### config.mk
export PLATFORM = sky130hd
export DESIGN_NAME = pesw_event_window
export DESIGN_NICKNAME = d
export VERILOG_FILES = /design/src/rtl/pesw_pkg.sv /design/src/rtl/pesw_sticky.sv /design/src/rtl/pesw_change.sv /design/src/rtl/pesw_event_window.sv
export VERILOG_INCLUDE_DIRS = /design/src /design/src/rtl
export SDC_FILE = /design/constraint.sdc
export NUM_CORES = 1
export LEC_CHECK = 0
export ABC_AREA = 1
export BUFFER_PORTS_ARGS = -buffer_cell sky130_fd_sc_hd__buf_2
export CORE_MARGIN = 2
export CORE_UTILIZATION = 57
export CTS_CLUSTER_DIAMETER = 100
export DETAILED_ROUTE_END_ITERATION = 8
export GPL_ROUTABILITY_DRIVEN = 0
export GPL_TIMING_DRIVEN = 0
export HOLD_SLACK_MARGIN = 0.15
export PLACE_DENSITY_LB_ADDON = 0.1
export REMOVE_ABC_BUFFERS = 1
export SYNTH_ARGS = -nofsm -noshare
export SYNTH_HDL_FRONTEND = slang
export SYNTH_HIERARCHICAL = 1
export SYNTH_SLANG_ARGS = --single-unit
### constraint.sdc
create_clock -name sys_clk -period 5.5 [get_ports sys_clk]
set_input_delay 0.55 -clock sys_clk [delete_from_list [all_inputs] [get_ports sys_clk]]
set_output_delay 0.55 -clock sys_clk [all_outputs]
set_load 0.05 [all_outputs]
### src/rtl/pesw_defines.svh
// Purpose: offsets, field positions, reset values of the event status window
// Assumes: 16-bit management registers, 8-bit expanded locations
// Notes: included by the window module and both verification files
`ifndef PESW_DEFINES_SVH
`define PESW_DEFINES_SVH
`define PESW_ADDR_MODE 5'h16
`define PESW_ADDR_DATA 5'h1D
`define PESW_ADDR_PTR 5'h1E
`define PESW_EXP_STAT_LO 16'h810D
`define PESW_EXP_STAT_HI 16'h810E
`define PESW_EXP_CLR_LO 16'h8115
`define PESW_EXP_CLR_HI 16'h8116
`define PESW_MODE_EN_BIT 2
`define PESW_MODE_RST 4'h3
`define PESW_DATA_RST 16'h0000
`define PESW_PTR_RST 16'h0000
`define PESW_STAT_LO_RST 8'h00
`define PESW_STAT_HI_RST 8'h01
`define PESW_BS_NEG_DONE 5
`define PESW_BS_REM_FAULT 4
`define PESW_BS_JABBER 1
`define PESW_SS_SPEED_HI 4
`define PESW_SS_SPEED_LO 3
`define PESW_SS_LINK 2
`define PESW_SS_DUPLEX 1
`define PESW_GS_CFG_FAULT 15
`define PESW_GS_MASTER 14
`define PESW_GS_LOC_RCVR 13
`define PESW_GS_REM_RCVR 12
`endif

### src/rtl/pesw_pkg.sv
// Purpose: types of the event status window
// Assumes: nothing
// Notes: access width codes of the mode field
package pesw_pkg;
    typedef enum logic [1:0] {
        PESW_W_RES0 = 2'b00,
        PESW_W_8 = 2'b01,
        PESW_W_16 = 2'b10,
        PESW_W_RES3 = 2'b11
    } pesw_width_t;
endpackage

### src/rtl/pesw_sticky.sv
// Purpose: sticky status bits with per-bit set and clear
// Assumes: set and clear are single-cycle or level inputs on sys_clk
// Notes: set wins over clear in the same cycle
`timescale 1ns/1ps
`default_nettype none
module pesw_sticky #(
    parameter int W = 8,
    parameter logic [W-1:0] RST = '0
) (
    // clock and reset
    input wire logic sys_clk,
    input wire logic resetn,
    // events
    input wire logic [W-1:0] set,
    input wire logic [W-1:0] clr,
    // status
    output logic [W-1:0] q
);
    always_ff @(posedge sys_clk) begin
        if (!resetn) begin
            q <= RST;
        end else begin
            q <= (q & ~clr) | set;
        end
    end
endmodule // pesw_sticky
`default_nettype wire

### src/rtl/pesw_change.sv
// Purpose: per-bit change detection of same-clock status flags
// Assumes: inputs come from logic on sys_clk
// Notes: no event on the first cycle after reset
`timescale 1ns/1ps
`default_nettype none
module pesw_change #(
    parameter int W = 16
) (
    // clock and reset
    input wire logic sys_clk,
    input wire logic resetn,
    // watched flags
    input wire logic [W-1:0] cur,
    // per-bit change
    output logic [W-1:0] changed,
    output logic armed
);
    logic [W-1:0] prev;
    always_ff @(posedge sys_clk) begin
        if (!resetn) begin
            prev <= '0;
        end else begin
            prev <= cur;
        end
    end
    always_ff @(posedge sys_clk) begin
        if (!resetn) begin
            armed <= 1'b0;
        end else begin
            armed <= 1'b1;
        end
    end
    assign changed = armed ? (cur ^ prev) : '0;
endmodule // pesw_change
`default_nettype wire

### src/rtl/pesw_event_window.sv
// Purpose: event status bits behind an indirect expanded-memory window
// Assumes: management port already decoded from the serial interface
// Notes: status inputs and counters run on sys_clk
`include "pesw_defines.svh"
`timescale 1ns/1ps
`default_nettype none
module pesw_event_window
    import pesw_pkg::*;
#(
    parameter int CW = 8
) (
    // clock and reset
    input wire logic sys_clk,
    input wire logic resetn,
    // management register port
    input wire logic [4:0] mgmt_addr,
    input wire logic mgmt_wr,
    input wire logic mgmt_rd,
    input wire logic [15:0] mgmt_wdata,
    output logic [15:0] mgmt_rdata,
    output logic mgmt_rvalid,
    // device status registers
    input wire logic [15:0] basic_status,
    input wire logic [15:0] support_status,
    input wire logic [15:0] gigabit_status,
    // counters and limits
    input wire logic [CW-1:0] negotiation_counter,
    input wire logic [CW-1:0] negotiation_count_limit,
    input wire logic [CW-1:0] link_count_10,
    input wire logic [CW-1:0] link_count_100,
    input wire logic [CW-1:0] link_count_1000,
    input wire logic [CW+1:0] link_count_limit,
    input wire logic [7:0] idle_error_limit,
    // firmware
    input wire logic firmware_in_rom,
    input wire logic firmware_reset_seen,
    // status view
    output logic [7:0] event_status_low,
    output logic [7:0] event_status_high
);
    import pesw_pkg::*;

    generate
        if (CW < 1 || CW > 16) begin : g_bad_cw
            $error("counter width out of range");
        end
    endgenerate

    ////////////////////////////////////////////////////////////////////////////
    // management registers
    logic [3:0] window_mode;
    logic [15:0] window_data;
    logic [15:0] window_pointer;
    pesw_width_t acc_w;
    logic exp_ok;
    logic wr_mode;
    logic wr_data;
    logic wr_ptr;

    assign acc_w = pesw_width_t'(window_mode[1:0]);
    // reserved widths and a cleared enable both shut the window
    assign exp_ok = window_mode[`PESW_MODE_EN_BIT]
        && (acc_w == PESW_W_8 || acc_w == PESW_W_16);
    assign wr_mode = mgmt_wr && mgmt_addr == `PESW_ADDR_MODE;
    assign wr_data = mgmt_wr && mgmt_addr == `PESW_ADDR_DATA;
    assign wr_ptr = mgmt_wr && mgmt_addr == `PESW_ADDR_PTR;

    always_ff @(posedge sys_clk) begin
        if (!resetn) begin
            window_mode <= `PESW_MODE_RST;
        end else if (wr_mode) begin
            window_mode <= mgmt_wdata[3:0];
        end
    end

    always_ff @(posedge sys_clk) begin
        if (!resetn) begin
            window_data <= `PESW_DATA_RST;
        end else if (wr_data) begin
            window_data <= mgmt_wdata;
        end
    end

    always_ff @(posedge sys_clk) begin
        if (!resetn) begin
            window_pointer <= `PESW_PTR_RST;
        end else if (wr_ptr) begin
            window_pointer <= mgmt_wdata;
        end
    end

    ////////////////////////////////////////////////////////////////////////////
    // expanded memory byte map
    logic [15:0] ptr_next;
    assign ptr_next = window_pointer + 16'h0001;

    function automatic logic [7:0] exp_byte(input logic [15:0] a,
                                            input logic [7:0] lo,
                                            input logic [7:0] hi);
        logic [7:0] r;
        r = 8'h00;
        if (a == `PESW_EXP_STAT_LO) begin
            r = lo;
        end else if (a == `PESW_EXP_STAT_HI) begin
            r = hi;
        end
        return r;
    endfunction

    // byte that a window write delivers to expanded address t
    function automatic logic [7:0] clr_byte(input logic [15:0] t,
                                            input logic [15:0] p,
                                            input logic [15:0] pn,
                                            input pesw_width_t w,
                                            input logic [15:0] d);
        logic [7:0] r;
        r = 8'h00;
        if (p == t) begin
            r = d[7:0];
        end else if (w == PESW_W_16 && pn == t) begin
            r = d[15:8];
        end
        return r;
    endfunction

    ////////////////////////////////////////////////////////////////////////////
    // clear strobes
    logic [7:0] clr_low;
    logic [7:0] clr_high;
    logic win_wr;
    assign win_wr = wr_data && exp_ok;
    assign clr_low = win_wr ? clr_byte(`PESW_EXP_CLR_LO, window_pointer, ptr_next, acc_w,
        mgmt_wdata) : 8'h00;
    assign clr_high = win_wr ? clr_byte(`PESW_EXP_CLR_HI, window_pointer, ptr_next, acc_w,
        mgmt_wdata) : 8'h00;

    ////////////////////////////////////////////////////////////////////////////
    // event sources
    logic [15:0] watch;
    logic [15:0] chg;
    logic armed;
    logic link_up;
    logic [CW+1:0] link_sum;
    logic [7:0] set_low;
    logic [5:0] set_high;
    logic [7:0] stat_low;
    logic [5:0] stat_high_q;
    logic fw_rom;
    logic fw_ram;

    assign link_up = support_status[`PESW_SS_LINK];
    assign watch = {8'h00,
        basic_status[`PESW_BS_NEG_DONE], basic_status[`PESW_BS_REM_FAULT],
        support_status[`PESW_SS_SPEED_HI], support_status[`PESW_SS_SPEED_LO],
        support_status[`PESW_SS_LINK], support_status[`PESW_SS_DUPLEX],
        basic_status[`PESW_BS_JABBER], 1'b0} |
        {gigabit_status[`PESW_GS_CFG_FAULT], gigabit_status[`PESW_GS_MASTER],
        gigabit_status[`PESW_GS_LOC_RCVR], gigabit_status[`PESW_GS_REM_RCVR], 12'h000};
    assign link_sum = {2'b00, link_count_10} + {2'b00, link_count_100}
        + {2'b00, link_count_1000};

    pesw_change #(.W(16)) u_change (
        .sys_clk(sys_clk),
        .resetn(resetn),
        .cur(watch),
        .changed(chg),
        .armed(armed)
    );

    assign set_low[7] = negotiation_counter > negotiation_count_limit;
    assign set_low[6] = chg[7];
    assign set_low[5] = chg[6];
    assign set_low[4] = (chg[5] | chg[4]) & link_up;
    assign set_low[3] = link_sum > link_count_limit;
    assign set_low[2] = chg[3];
    assign set_low[1] = chg[2] & link_up;
    assign set_low[0] = chg[1];
    assign set_high[5] = chg[15];
    assign set_high[4] = chg[14] & link_up;
    assign set_high[3] = chg[13];
    assign set_high[2] = chg[12];
    assign set_high[1] = gigabit_status[7:0] > idle_error_limit;
    assign set_high[0] = firmware_reset_seen;

    pesw_sticky #(.W(8), .RST(`PESW_STAT_LO_RST)) u_low (
        .sys_clk(sys_clk),
        .resetn(resetn),
        .set(set_low),
        .clr(clr_low),
        .q(stat_low)
    );

    localparam logic [7:0] HI_RST = `PESW_STAT_HI_RST;
    // bits 7:3 and 0 of the high byte; bits 2:1 are live firmware location
    pesw_sticky #(.W(6), .RST({HI_RST[7:3], HI_RST[0]})) u_high (
        .sys_clk(sys_clk),
        .resetn(resetn),
        .set(set_high),
        .clr({clr_high[7:3], clr_high[0]}),
        .q(stat_high_q)
    );

    always_ff @(posedge sys_clk) begin
        if (!resetn) begin
            fw_rom <= 1'b0;
        end else begin
            fw_rom <= firmware_in_rom;
        end
    end

    // own flop so the status byte comes straight from registers
    always_ff @(posedge sys_clk) begin
        if (!resetn) begin
            fw_ram <= 1'b1;
        end else begin
            fw_ram <= ~firmware_in_rom;
        end
    end

    assign event_status_low = stat_low;
    assign event_status_high = {stat_high_q[5:1], fw_rom, fw_ram, stat_high_q[0]};

    ////////////////////////////////////////////////////////////////////////////
    // read path
    logic [15:0] next_rdata;
    logic [7:0] rd_lo;
    logic [7:0] rd_hi;

    assign rd_lo = exp_byte(window_pointer, event_status_low, event_status_high);
    assign rd_hi = exp_byte(ptr_next, event_status_low, event_status_high);

    always_comb begin
        next_rdata = 16'h0000;
        unique case (mgmt_addr)
            `PESW_ADDR_MODE: next_rdata = {12'h000, window_mode};
            `PESW_ADDR_PTR: next_rdata = window_pointer;
            `PESW_ADDR_DATA: begin
                if (!exp_ok) begin
                    next_rdata = window_data;
                end else if (acc_w == PESW_W_8) begin
                    next_rdata = {8'h00, rd_lo};
                end else begin
                    next_rdata = {rd_hi, rd_lo};
                end
            end
            default: next_rdata = 16'h0000;
        endcase
    end

    always_ff @(posedge sys_clk) begin
        if (!resetn) begin
            mgmt_rdata <= 16'h0000;
        end else if (mgmt_rd) begin
            mgmt_rdata <= next_rdata;
        end
    end

    always_ff @(posedge sys_clk) begin
        if (!resetn) begin
            mgmt_rvalid <= 1'b0;
        end else begin
            mgmt_rvalid <= mgmt_rd;
        end
    end
endmodule // pesw_event_window
`default_nettype wire

; ---- Word level (Yosys, flattened, before mapping)
; Index checks and enable logic that the tools add are counted.
[op_classes]
addsub = 3
magnitude_cmp = 3
n_eq_ne = 13
n_mux = 15
bitwise = 13
reduce_logical = 8
[op_table]
columns = op, n
row1 = $eq 16x16->1 const B, 8
row2 = $mux 8, 10
row3 = $mux 16, 3
row4 = $pmux 16 s3, 1
row5 = $add 16x1->16 const B, 1
row6 = $gt 8x8->1, 2
row7 = $or 8x16->16, 1
row8 = $xor 16x16->16, 1
row9 = $eq 5x5->1 const B, 3
row10 = $add 9x8->10, 1
row11 = $gt 10x10->1, 1
row12 = $add 8x8->9, 1
row13 = $and 8x8->8, 1
row14 = $not 8->8, 1
row15 = $or 8x8->8, 1
row16 = $logic_and 1x1->1, 7
row17 = $and 6x6->6, 1
row18 = $not 6->6, 1
row19 = $or 6x6->6, 1
row20 = $and 1x1->1, 3
row21 = $eq 2x1->1 const B, 1
row22 = $eq 2x2->1 const B, 1
row23 = $logic_or 1x1->1, 1
row24 = $mux 1, 1
row25 = other kinds (2), 2
[totals]
reg_bits = 86
inputBits = 133
out_inout_bits = 33
word_cells = 66

; ---- Depth between registers and ports, before layout
; Gate-level depths: netlist of run 1.
[depth]
ltp_word = 9
mapped_depth = 20
ltp_nobuf = 20

; ---- Modules after synthesis
; The synthesis of run 1 kept the hierarchy.
[modules_own_cells]
columns = module, n_inst, cells_per_inst, area_per_inst_um2
row1 = pesw_event_window, 1, 677, 4518.1
row2 = pesw_change, 1, 117, 760.7
row3 = pesw_sticky (u_low), 1, 41, 294.0
row4 = pesw_sticky (u_high), 1, 30, 220.2

; ---- Worst setup path before layout of run 1
; Ideal clock, no wire load.
[synth_path]
kind = input port to flip-flop
start = in link_count_10[1]
end = reg u_low.q[3]
setup_ns = 0.118
arrival_ns = 3.273
path_slack_ns = 2.109
stages = 18
n_path_buf = 0
cell_sequence = inv_1 -> fa_1 -> inv_1 -> ha_1 -> inv_1 -> fa_1 -> o21ai_0 -> a21oi_1 -> o21ai_0 -> xnor2_1 -> inv_1 -> ha_1 -> a21oi_1 -> o21ai_0 -> o31ai_1 -> inv_1 -> inv_1 -> a21oi_1
[synth_between]
elab_chain_len = 4
[synth_rtl]
columns = element, line
row1 = start: declaration, pesw_event_window.sv:29  ; input wire logic [CW-1:0] link_count_10,
row2 = $add 8x8->9, pesw_event_window.sv:159  ; assign link_sum = {2'b00, link_count_10} + {2'b00, link_count_100}
row3 = $add 9x8->10, pesw_event_window.sv:160  ; + {2'b00, link_count_1000};
row4 = $gt 10x10->1, pesw_event_window.sv:174  ; assign set_low[3] = link_sum > link_count_limit;
row5 = net set_low[3], pesw_event_window.sv:144  ; logic [7:0] set_low;
row6 = $or 8x8->8, pesw_sticky.sv:23  ; q <= (q & ~clr) | set;
row7 = end signal: assignment, pesw_sticky.sv:23
row8 = end: declaration, pesw_sticky.sv:17  ; output logic [W-1:0] q
; The timed path passes the listed nets, and every way through them passes these cells.
; A chain may end at the register's enable or synchronous reset.

; ---- Final worst setup path of run 1
; Ends and elaborated chain as after synthesis.

==> results.sh, run 1 <==
export IMPL_finalWirelength_mm=14.8
export IMPL_syn_mean_instance_area_um2=6.72
export IMPL_rsz0062_at_grt="no"
export IMPL_netlist_area_um2=5570
export IMPL_crit_path_end_kind="register"
export IMPL_ios=166
export IMPL_cp_start_kind="input pin"
export IMPL_ctsResizeCount=0
export IMPL_cts_buffers=9
export IMPL_cts_setup_buffers=0
export IMPL_area_growth_pct=16.1
export IMPL_p_leak_uw=0.00324
export IMPL_clock_skew_ps=17.7
export IMPL_insertion_delay_ps=380
export IMPL_clk_path_buf_depth=2
export IMPL_worstHoldPathType="in2reg"
export IMPL_finalPower_uw=1440
export IMPL_grt_pass1_wl_mm=23.7
export IMPL_fin_setup_tns_ps=0
export IMPL_max_slew_margin=0.204
export IMPL_powerDensity_nw_per_um2=222
export IMPL_cp_arrival_ps=3630
export IMPL_dpl_hpwl_mm=11.4
export IMPL_wl_per_cell_um=13.6
export IMPL_status="finished, final reports clean"
export IMPL_finalNetCount=1124
export IMPL_dr_pass1_iters=5
export IMPL_layout_drive_gt1_share=0.204
export IMPL_final_common_cell="nand2_1"
export IMPL_root_buffer="clkbuf_8"
export IMPL_path_max_fanout=3
export IMPL_port_buffers=136
export IMPL_finalCriticalPeriod_ps=3360
export IMPL_drt_initial_drc_count=473
export IMPL_antenna_cells=0
export IMPL_vias=5727
export IMPL_cts_tree="yes"
export IMPL_fmax_mhz=297
export IMPL_grt_remaining_overflow=0
export IMPL_syn_inst=829
export IMPL_r2r_setup_slack_ps=2350
export IMPL_final_cell_mix="204 x nand2_1, 145 x inv_1, 136 x buf_2, 81 x a21oi_1, 81 x dfxtp_1"
export IMPL_cts_htree_levels=3
export IMPL_tightest_slew_ps=1190
export IMPL_vdd_drop_max_mv=0.205
export IMPL_cp_required_ps=5770
export IMPL_ant_nets=0
export IMPL_holdBufCountCts=0
export IMPL_final_hold_viol_count=0
export IMPL_drv_cap=0
export IMPL_finalSetupViolCount=0
export IMPL_clkSlewWorstSetupHoldPaths_ps=90
export IMPL_drc=0
export IMPL_gr_usage_all_layers=0.287
export IMPL_die_y_um=103
export IMPL_die_area_um2=10600
export IMPL_grt_pass1_vias=5284
export IMPL_clkSinkCount=81
export IMPL_fp_dieW_um=103
export IMPL_yosysWarnings=6
export IMPL_antenna_found_initial=0
export IMPL_start_util=0.578
export IMPL_num_rows=36
export IMPL_slew_violations=0
export IMPL_grt_max_degree=52
export IMPL_crit_type="in2reg"
export IMPL_via_per_inst=5.28
export IMPL_fin_crit_sh=0.612
export IMPL_core_area_um2=9640
-- path summary, 6_finish.rpt --
kind                         start        endpoint  depth (start not counted)
hold reg to reg      mgmt_rdata[1]   mgmt_rdata[1]                          2
setup reg to reg    window_mode[0]  mgmt_rdata[15]                         11
setup / recovery  link_count_10[1]      u_low/q[3]                         19
hold / removal     firmware_in_rom          fw_ram                          2
-- area by class of cell --
class / instances / area [um2]
clock buffers: 10 / 128
clock inverters: 6 / 90.1
fillers: 917 / 3170
inverters: 151 / 567
multi-input cells: 568 / 3210
flip-flops and latches: 81 / 1620
well taps: 133 / 166
repair buffers: 136 / 681
-- worst max-delay path: stages --
cell and delay, ps:
buf_2 70, inv_1 40, fa_1 460, inv_1 70
ha_1 160, inv_1 50, fa_1 390, o21ai_0 300
a21oi_1 110, o21ai_0 270, a21oi_1 110, nor2_1 100
ha_1 260, a21oi_1 140, o21ai_0 120, o31ai_1 240
inv_1 60, inv_1 70, a21oi_1 60
-- per-layer routing --
metal	global-route usage	vias to the layer above	wire length, um
met5	0	-	0
met4	0.129	0	550
met1	0.344	2540	5750
met3	0.0685	46	1440
met2	0.489	268	7010
li1	-	2873	-
-- stage by stage --
stage / hold slack (ps) / util / instance area (um2) / cells / setup slack, ps
floorplan: 429 / - / 5390 / 800 / 2110
global placement: 442 / 0.647 / 6240 / 1069 / 1730
detailed placement: 453 / 0.648 / 6240 / 1069 / 1740
CTS: 333 / 0.670 / 6460 / 1085 / 2130
global route: 348 / 0.671 / 6470 / 1085 / 1740
finish: 338 / 0.671 / 6470 / 1085 / 2140
-- registers in the layout (all words and copies together), names as in the netlist, 4 cells and up --
| register | flops |
|---|---|
| mgmt_rdata | 16 |
| u_change/prev | 11 |
| u_high/q | 6 |
| u_low/q | 8 |
| window_data | 16 |
| window_mode | 4 |
| window_pointer | 16 |
-- power by group --
group / total, uW / switching, uW / internal (uW) / leakage, uW
Combinational: 325 / 200 / 125 / 0.00247
Clock: 488 / 229 / 258 / 0.000107
Sequential: 624 / 19.2 / 605 / 0.000661
Power figures use the tool's default switching activity.
==> inputs of run 2 (changes only) <==
Settings changed: CORE_UTILIZATION 57 to 53.
Clock period 5.5 ns to 3.3 ns, I/O delays scaled along.
==> results.sh, run 2 (same netlist as run 1, synthesis figures left out) <==
export IMPL_ios=166
export IMPL_finalSetupViolCount=0
export IMPL_worstReg2RegEnd="mgmt_rdata[9]"
export IMPL_drt_initial_drc_count=423
export IMPL_cp_start_kind="input pin"
export IMPL_via_per_inst=5.22
export IMPL_swShare=0.325
export IMPL_drc=0
export IMPL_r2r_start="window_mode[0]"
export IMPL_final_common_cell="nand2_1"
export IMPL_top_regs="mgmt_rdata (16), window_data (16), window_pointer (16)"
export IMPL_pwr_share_comb=0.219
export IMPL_start_util=0.542
export IMPL_layout_drive_gt1_share=0.206
export IMPL_cp_arrival_ps=3260
export IMPL_powerDensity_nw_per_um2=379
export IMPL_crit_type="in2reg"
export IMPL_p_clk_frac=0.358
export IMPL_antenna_cells=0
export IMPL_grt_pass1_wl_mm=24.1
export IMPL_clkSlewWorstSetupHoldPaths_ps=100
export IMPL_cp_startpoint="link_count_10[1]"
export IMPL_grt_pass1_vias=5424
export IMPL_p_sw_uw=798
export IMPL_vias=5681
export IMPL_worstHoldPathType="in2reg"
export IMPL_die_area_um2=11300
export IMPL_final_hold_viol_count=0
export IMPL_status="finished, final reports clean"
export IMPL_fmax_mhz=335
export IMPL_dr_pass1_iters=5
export IMPL_critPathCapture="u_low/q[3]"
export IMPL_fin_crit_sh=0.904
export IMPL_cts_tree="yes"
export IMPL_clock_skew_ps=21.4
export IMPL_cp_required_ps=3580
export IMPL_p_seq_frac=0.424
export IMPL_setup_ws_ps=316
export IMPL_grt_remaining_overflow=0
export IMPL_num_rows=37
export IMPL_ant_nets=0
export IMPL_slew_violations=0
export IMPL_cts_setup_buffers=0
export IMPL_root_buffer="clkbuf_8"
export IMPL_clk_path_buf_depth=2
export IMPL_cts_htree_levels=3
export IMPL_max_slew_margin=0.201
export IMPL_fp_dieW_um=107
export IMPL_path_max_fanout=3
export IMPL_tightest_slew_ps=1190
export IMPL_finalCriticalPeriod_ps=2980
export IMPL_clkSinkCount=81
export IMPL_r2r_setup_slack_ps=410
export IMPL_finalInstanceArea_um2=6500
export IMPL_vdd_drop_max_mv=0.294
export IMPL_p_leak_uw=0.00325
export IMPL_placed_area_um2=6250
export IMPL_finalWirelength_mm=14.7
export IMPL_crit_path_end_kind="register"
export IMPL_grt_max_degree=52
export IMPL_dpl_hpwl_mm=11.4
export IMPL_die_y_um=107
export IMPL_port_buffers=136
export IMPL_drv_cap=0
export IMPL_wl_per_cell_um=13.5
export IMPL_finalNetCount=1125
export IMPL_internal_power_uw=1660
export IMPL_cts_buffers=9
export IMPL_r2r_cells=11
export IMPL_dp_slack_ps=-244
export IMPL_core_area_um2=10300
export IMPL_area_growth_pct=16.6
export IMPL_antenna_found_initial=0
export IMPL_rsz0062_at_grt="no"
export IMPL_insertion_delay_ps=370
export IMPL_final_cell_mix="204 x nand2_1, 145 x inv_1, 136 x buf_2, 81 x a21oi_1, 81 x dfxtp_1"
export IMPL_gr_usage_all_layers=0.265
## run 2: cell count changes in the layout (fill, tap and decap cells not counted), sizes merged
cell,delta
inv,+2
clkbuf,-1
dlygate4sd3,+1
clkinvlp,-1
## run 2: final cells by class
| class | count | area (um2) |
|---|---|---|
| clock buffers | 9 | 124 |
| clock inverters | 7 | 109 |
| fillers | 984 | 3780 |
| inverters | 151 | 567 |
| multi-input cells | 568 | 3220 |
| flip-flops and latches | 81 | 1620 |
| well taps | 136 | 170 |
| repair buffers | 137 | 691 |
## run 2: worst min-delay path by stage
stage / startpoint / to / slack [ps] / cells after the start
2_1_floorplan: resetn / u_change/armed / 360 / 0
3_3_place_gp: window_data[0] / window_data[0] / 440 / 2
3_5_place_dp: window_data[2] / window_data[2] / 450 / 2
4_1_cts: gigabit_status[12] / u_change/prev[12] / 160 / 3
5_1_grt: gigabit_status[15] / u_change/prev[15] / 170 / 3
6_report: gigabit_status[12] / u_change/prev[12] / 160 / 3
## run 2: power by group through the flow
stage          clock network, uW  logic, uW  registers [uW]
2_1_floorplan                  0        300            1120
3_3_place_gp                   0        519            1060
3_5_place_dp                   0        536            1060
4_1_cts                      881        540            1040
5_1_grt                      920        616            1050
6_report                     880        538            1040
## run 2: stage by stage
| step | util | total power, uW | hold slack, ps | setup TNS, ps | instances |
|---|---|---|---|---|---|
| after floorplan | - | 1420 | 358 | 0 | 800 |
| after global placement | 0.607 | 1580 | 441 | -210 | 1072 |
| after detailed placement | 0.608 | 1600 | 451 | -244 | 1072 |
| after CTS | 0.632 | 2460 | 155 | 0 | 1089 |
| after global routing | 0.632 | 2580 | 168 | 0 | 1089 |
| final | 0.632 | 2460 | 160 | 0 | 1089 |
## run 2: routing by layer
layer	part of all wire	vias to the layer above	GRT usage
met3	0.090	52	0.0509
met4	0.038	0	0.142
met2	0.46	264	0.445
met5	0	-	0
li1	-	2873	-
met1	0.41	2492	0.321
## run 2: worst max-delay path, stage by stage
cell     delay [ps]
buf_2            80
inv_1            40
fa_1            460
inv_1            60
ha_1            160
inv_1            50
fa_1            400
o21ai_1         220
a21oi_1          90
o21ai_1         190
xnor2_1         140
inv_1            60
ha_1            290
nand4_1         150
nor3_1          220
o31ai_1          90
inv_1            50
inv_1            30
a21oi_1         130
## run 2: timing repair
| item | CTS | global route |
|---|---|---|
| endpoints found under the hold margin | 1 | 0 |
| setup endpoints to repair | 0 | 9 |
| resized for setup | 0 | 3 |
| hold buffers | 1 | 0 |
==> inputs of run 3 (changes only) <==
Settings changed: CORE_UTILIZATION 53 to 30, PLACE_DENSITY_LB_ADDON 0.1 to not set, SKIP_LAST_GASP set to 1.
==> results.sh, run 3 (same netlist as run 1, synthesis figures left out) <==
export IMPL_gr_usage_all_layers=0.162
export IMPL_p_leak_uw=0.00331
export IMPL_p_clk_frac=0.424
export IMPL_drv_cap=0
export IMPL_vias=5512
export IMPL_cp_required_ps=3520
export IMPL_r2r_start="window_mode[0]"
export IMPL_p_seq_frac=0.377
export IMPL_grt_pass1_wl_mm=25.6
export IMPL_num_rows=49
export IMPL_cts_buffers=9
export IMPL_dpl_hpwl_mm=12.5
export IMPL_crit_path_end_kind="register"
export IMPL_finalPower_uw=2750
export IMPL_fin_setup_tns_ps=0
export IMPL_grt_pass1_vias=5086
export IMPL_grt_remaining_overflow=0
export IMPL_clock_skew_ps=6.68
export IMPL_swShare=0.281
export IMPL_finalNetCount=1126
export IMPL_wl_per_cell_um=13.4
export IMPL_finish_utilization=0.373
export IMPL_fmax_mhz=339
export IMPL_root_buffer="clkbuf_16"
export IMPL_fin_crit_sh=0.894
export IMPL_internal_power_uw=1980
export IMPL_clkSlewWorstSetupHoldPaths_ps=60
export IMPL_via_per_inst=4.66
export IMPL_r2r_setup_slack_ps=410
export IMPL_top_regs="mgmt_rdata (16), window_data (16), window_pointer (16)"
export IMPL_layout_drive_gt1_share=0.210
export IMPL_cp_startpoint="link_count_10[3]"
export IMPL_r2r_cells=11
export IMPL_cts_tree="yes"
export IMPL_core_area_um2=18100
export IMPL_area_growth_pct=21.0
export IMPL_worstHoldPathType="in2reg"
export IMPL_vdd_drop_max_mv=0.235
export IMPL_worstReg2RegEnd="mgmt_rdata[8]"
export IMPL_ant_nets=0
export IMPL_antenna_found_initial=0
export IMPL_cts_htree_levels=3
export IMPL_tightest_slew_ps=1230
export IMPL_max_slew_margin=0.177
export IMPL_path_max_fanout=4
export IMPL_rsz0062_at_grt="no"
export IMPL_powerDensity_nw_per_um2=408
export IMPL_pwr_share_comb=0.199
export IMPL_clk_path_buf_depth=2
export IMPL_holdBufCountCts=0
export IMPL_fp_dieW_um=140
export IMPL_drc=0
export IMPL_final_common_cell="nand2_1"
export IMPL_status="finished, final reports clean"
export IMPL_die_area_um2=19700
export IMPL_slew_violations=0
export IMPL_ios=166
export IMPL_antenna_cells=0
export IMPL_die_y_um=140
export IMPL_finalWirelength_mm=15.9
export IMPL_holdWs_ps=172
export IMPL_port_buffers=136
export IMPL_stdcell_count=1183
export IMPL_dr_pass1_iters=5
export IMPL_clkSinkCount=81
export IMPL_start_util=0.308
export IMPL_finalSetupViolCount=0
export IMPL_cp_arrival_ps=3170
export IMPL_final_hold_viol_count=0
export IMPL_insertion_delay_ps=350
export IMPL_cp_start_kind="input pin"
export IMPL_critPathCapture="u_low/q[3]"
export IMPL_place_inst=1166
export IMPL_drt_initial_drc_count=319
export IMPL_finalCriticalPeriod_ps=2950
export IMPL_grt_max_degree=52
export IMPL_final_cell_mix="204 x nand2_1, 145 x inv_1, 136 x buf_2, 81 x a21oi_1, 81 x dfxtp_1"
export IMPL_p_sw_uw=773
export IMPL_crit_type="in2reg"
-- run 3: per-stage QoR --
step	area (um2)	worst slack [ps]
global placement	6360	-345
global route	6740	43.8
detailed placement	6380	-388
CTS	6720	67.1
floorplan	5390	129
finish	6740	351
-- run 3: final cells by class --
type                    count  area (um2)
clock buffers              11         243
clock inverters             5         103
fillers                  1944       11300
inverters                 151         567
multi-input cells         568        3230
flip-flops and latches     81        1620
well taps                 229         287
repair buffers            138         696
-- run 3: what timing repair did --
| item | CTS | global route |
|---|---|---|
| setup endpoints to repair | 1 | 9 |
| setup buffers | 0 | 1 |
| resized for setup | 1 | 5 |
| hold endpoints to repair | 0 | 0 |
| pin swaps | 0 | 3 |
-- run 3: worst min path at each step --
stage,startpoint,endpoint,depth (start not counted)
6_report,firmware_in_rom,fw_ram,2
3_5_place_dp,window_data[3],window_data[3],2
3_3_place_gp,window_data[1],window_data[1],2
2_1_floorplan,resetn,u_change/armed,0
5_1_grt,firmware_in_rom,fw_ram,2
4_1_cts,firmware_in_rom,fw_ram,2
-- run 3: power groups by stage --
stage / combinational (uW) / clock, uW / sequential (uW)
2_1_floorplan: 300 / 0 / 1120
3_3_place_gp: 537 / 0 / 1060
3_5_place_dp: 543 / 0 / 1060
4_1_cts: 547 / 1190 / 1040
5_1_grt: 642 / 1230 / 1040
6_report: 548 / 1170 / 1040
-- run 3: worst max-delay path, cell delays in order --
cell and delay, ps:
buf_2 110, fa_1 470, ha_1 360, a21oi_1 160, nand2_1 100, a21oi_1 180, o21bai_1 110, nand2_1 70
nand2_1 50, a21oi_1 150, xor2_1 160, ha_1 260, nand4_1 160, a31oi_1 60, o31ai_1 250, inv_1 70
inv_1 50, a21oi_1 60
-- run 3: layer usage --
metal / up-vias / wire length, um / GRT usage
met5: - / 0 / 0
met4: 0 / 136 / 0.0282
met3: 10 / 1170 / 0.0479
met2: 155 / 7450 / 0.273
met1: 2467 / 7110 / 0.209
li1: 2880 / - / -
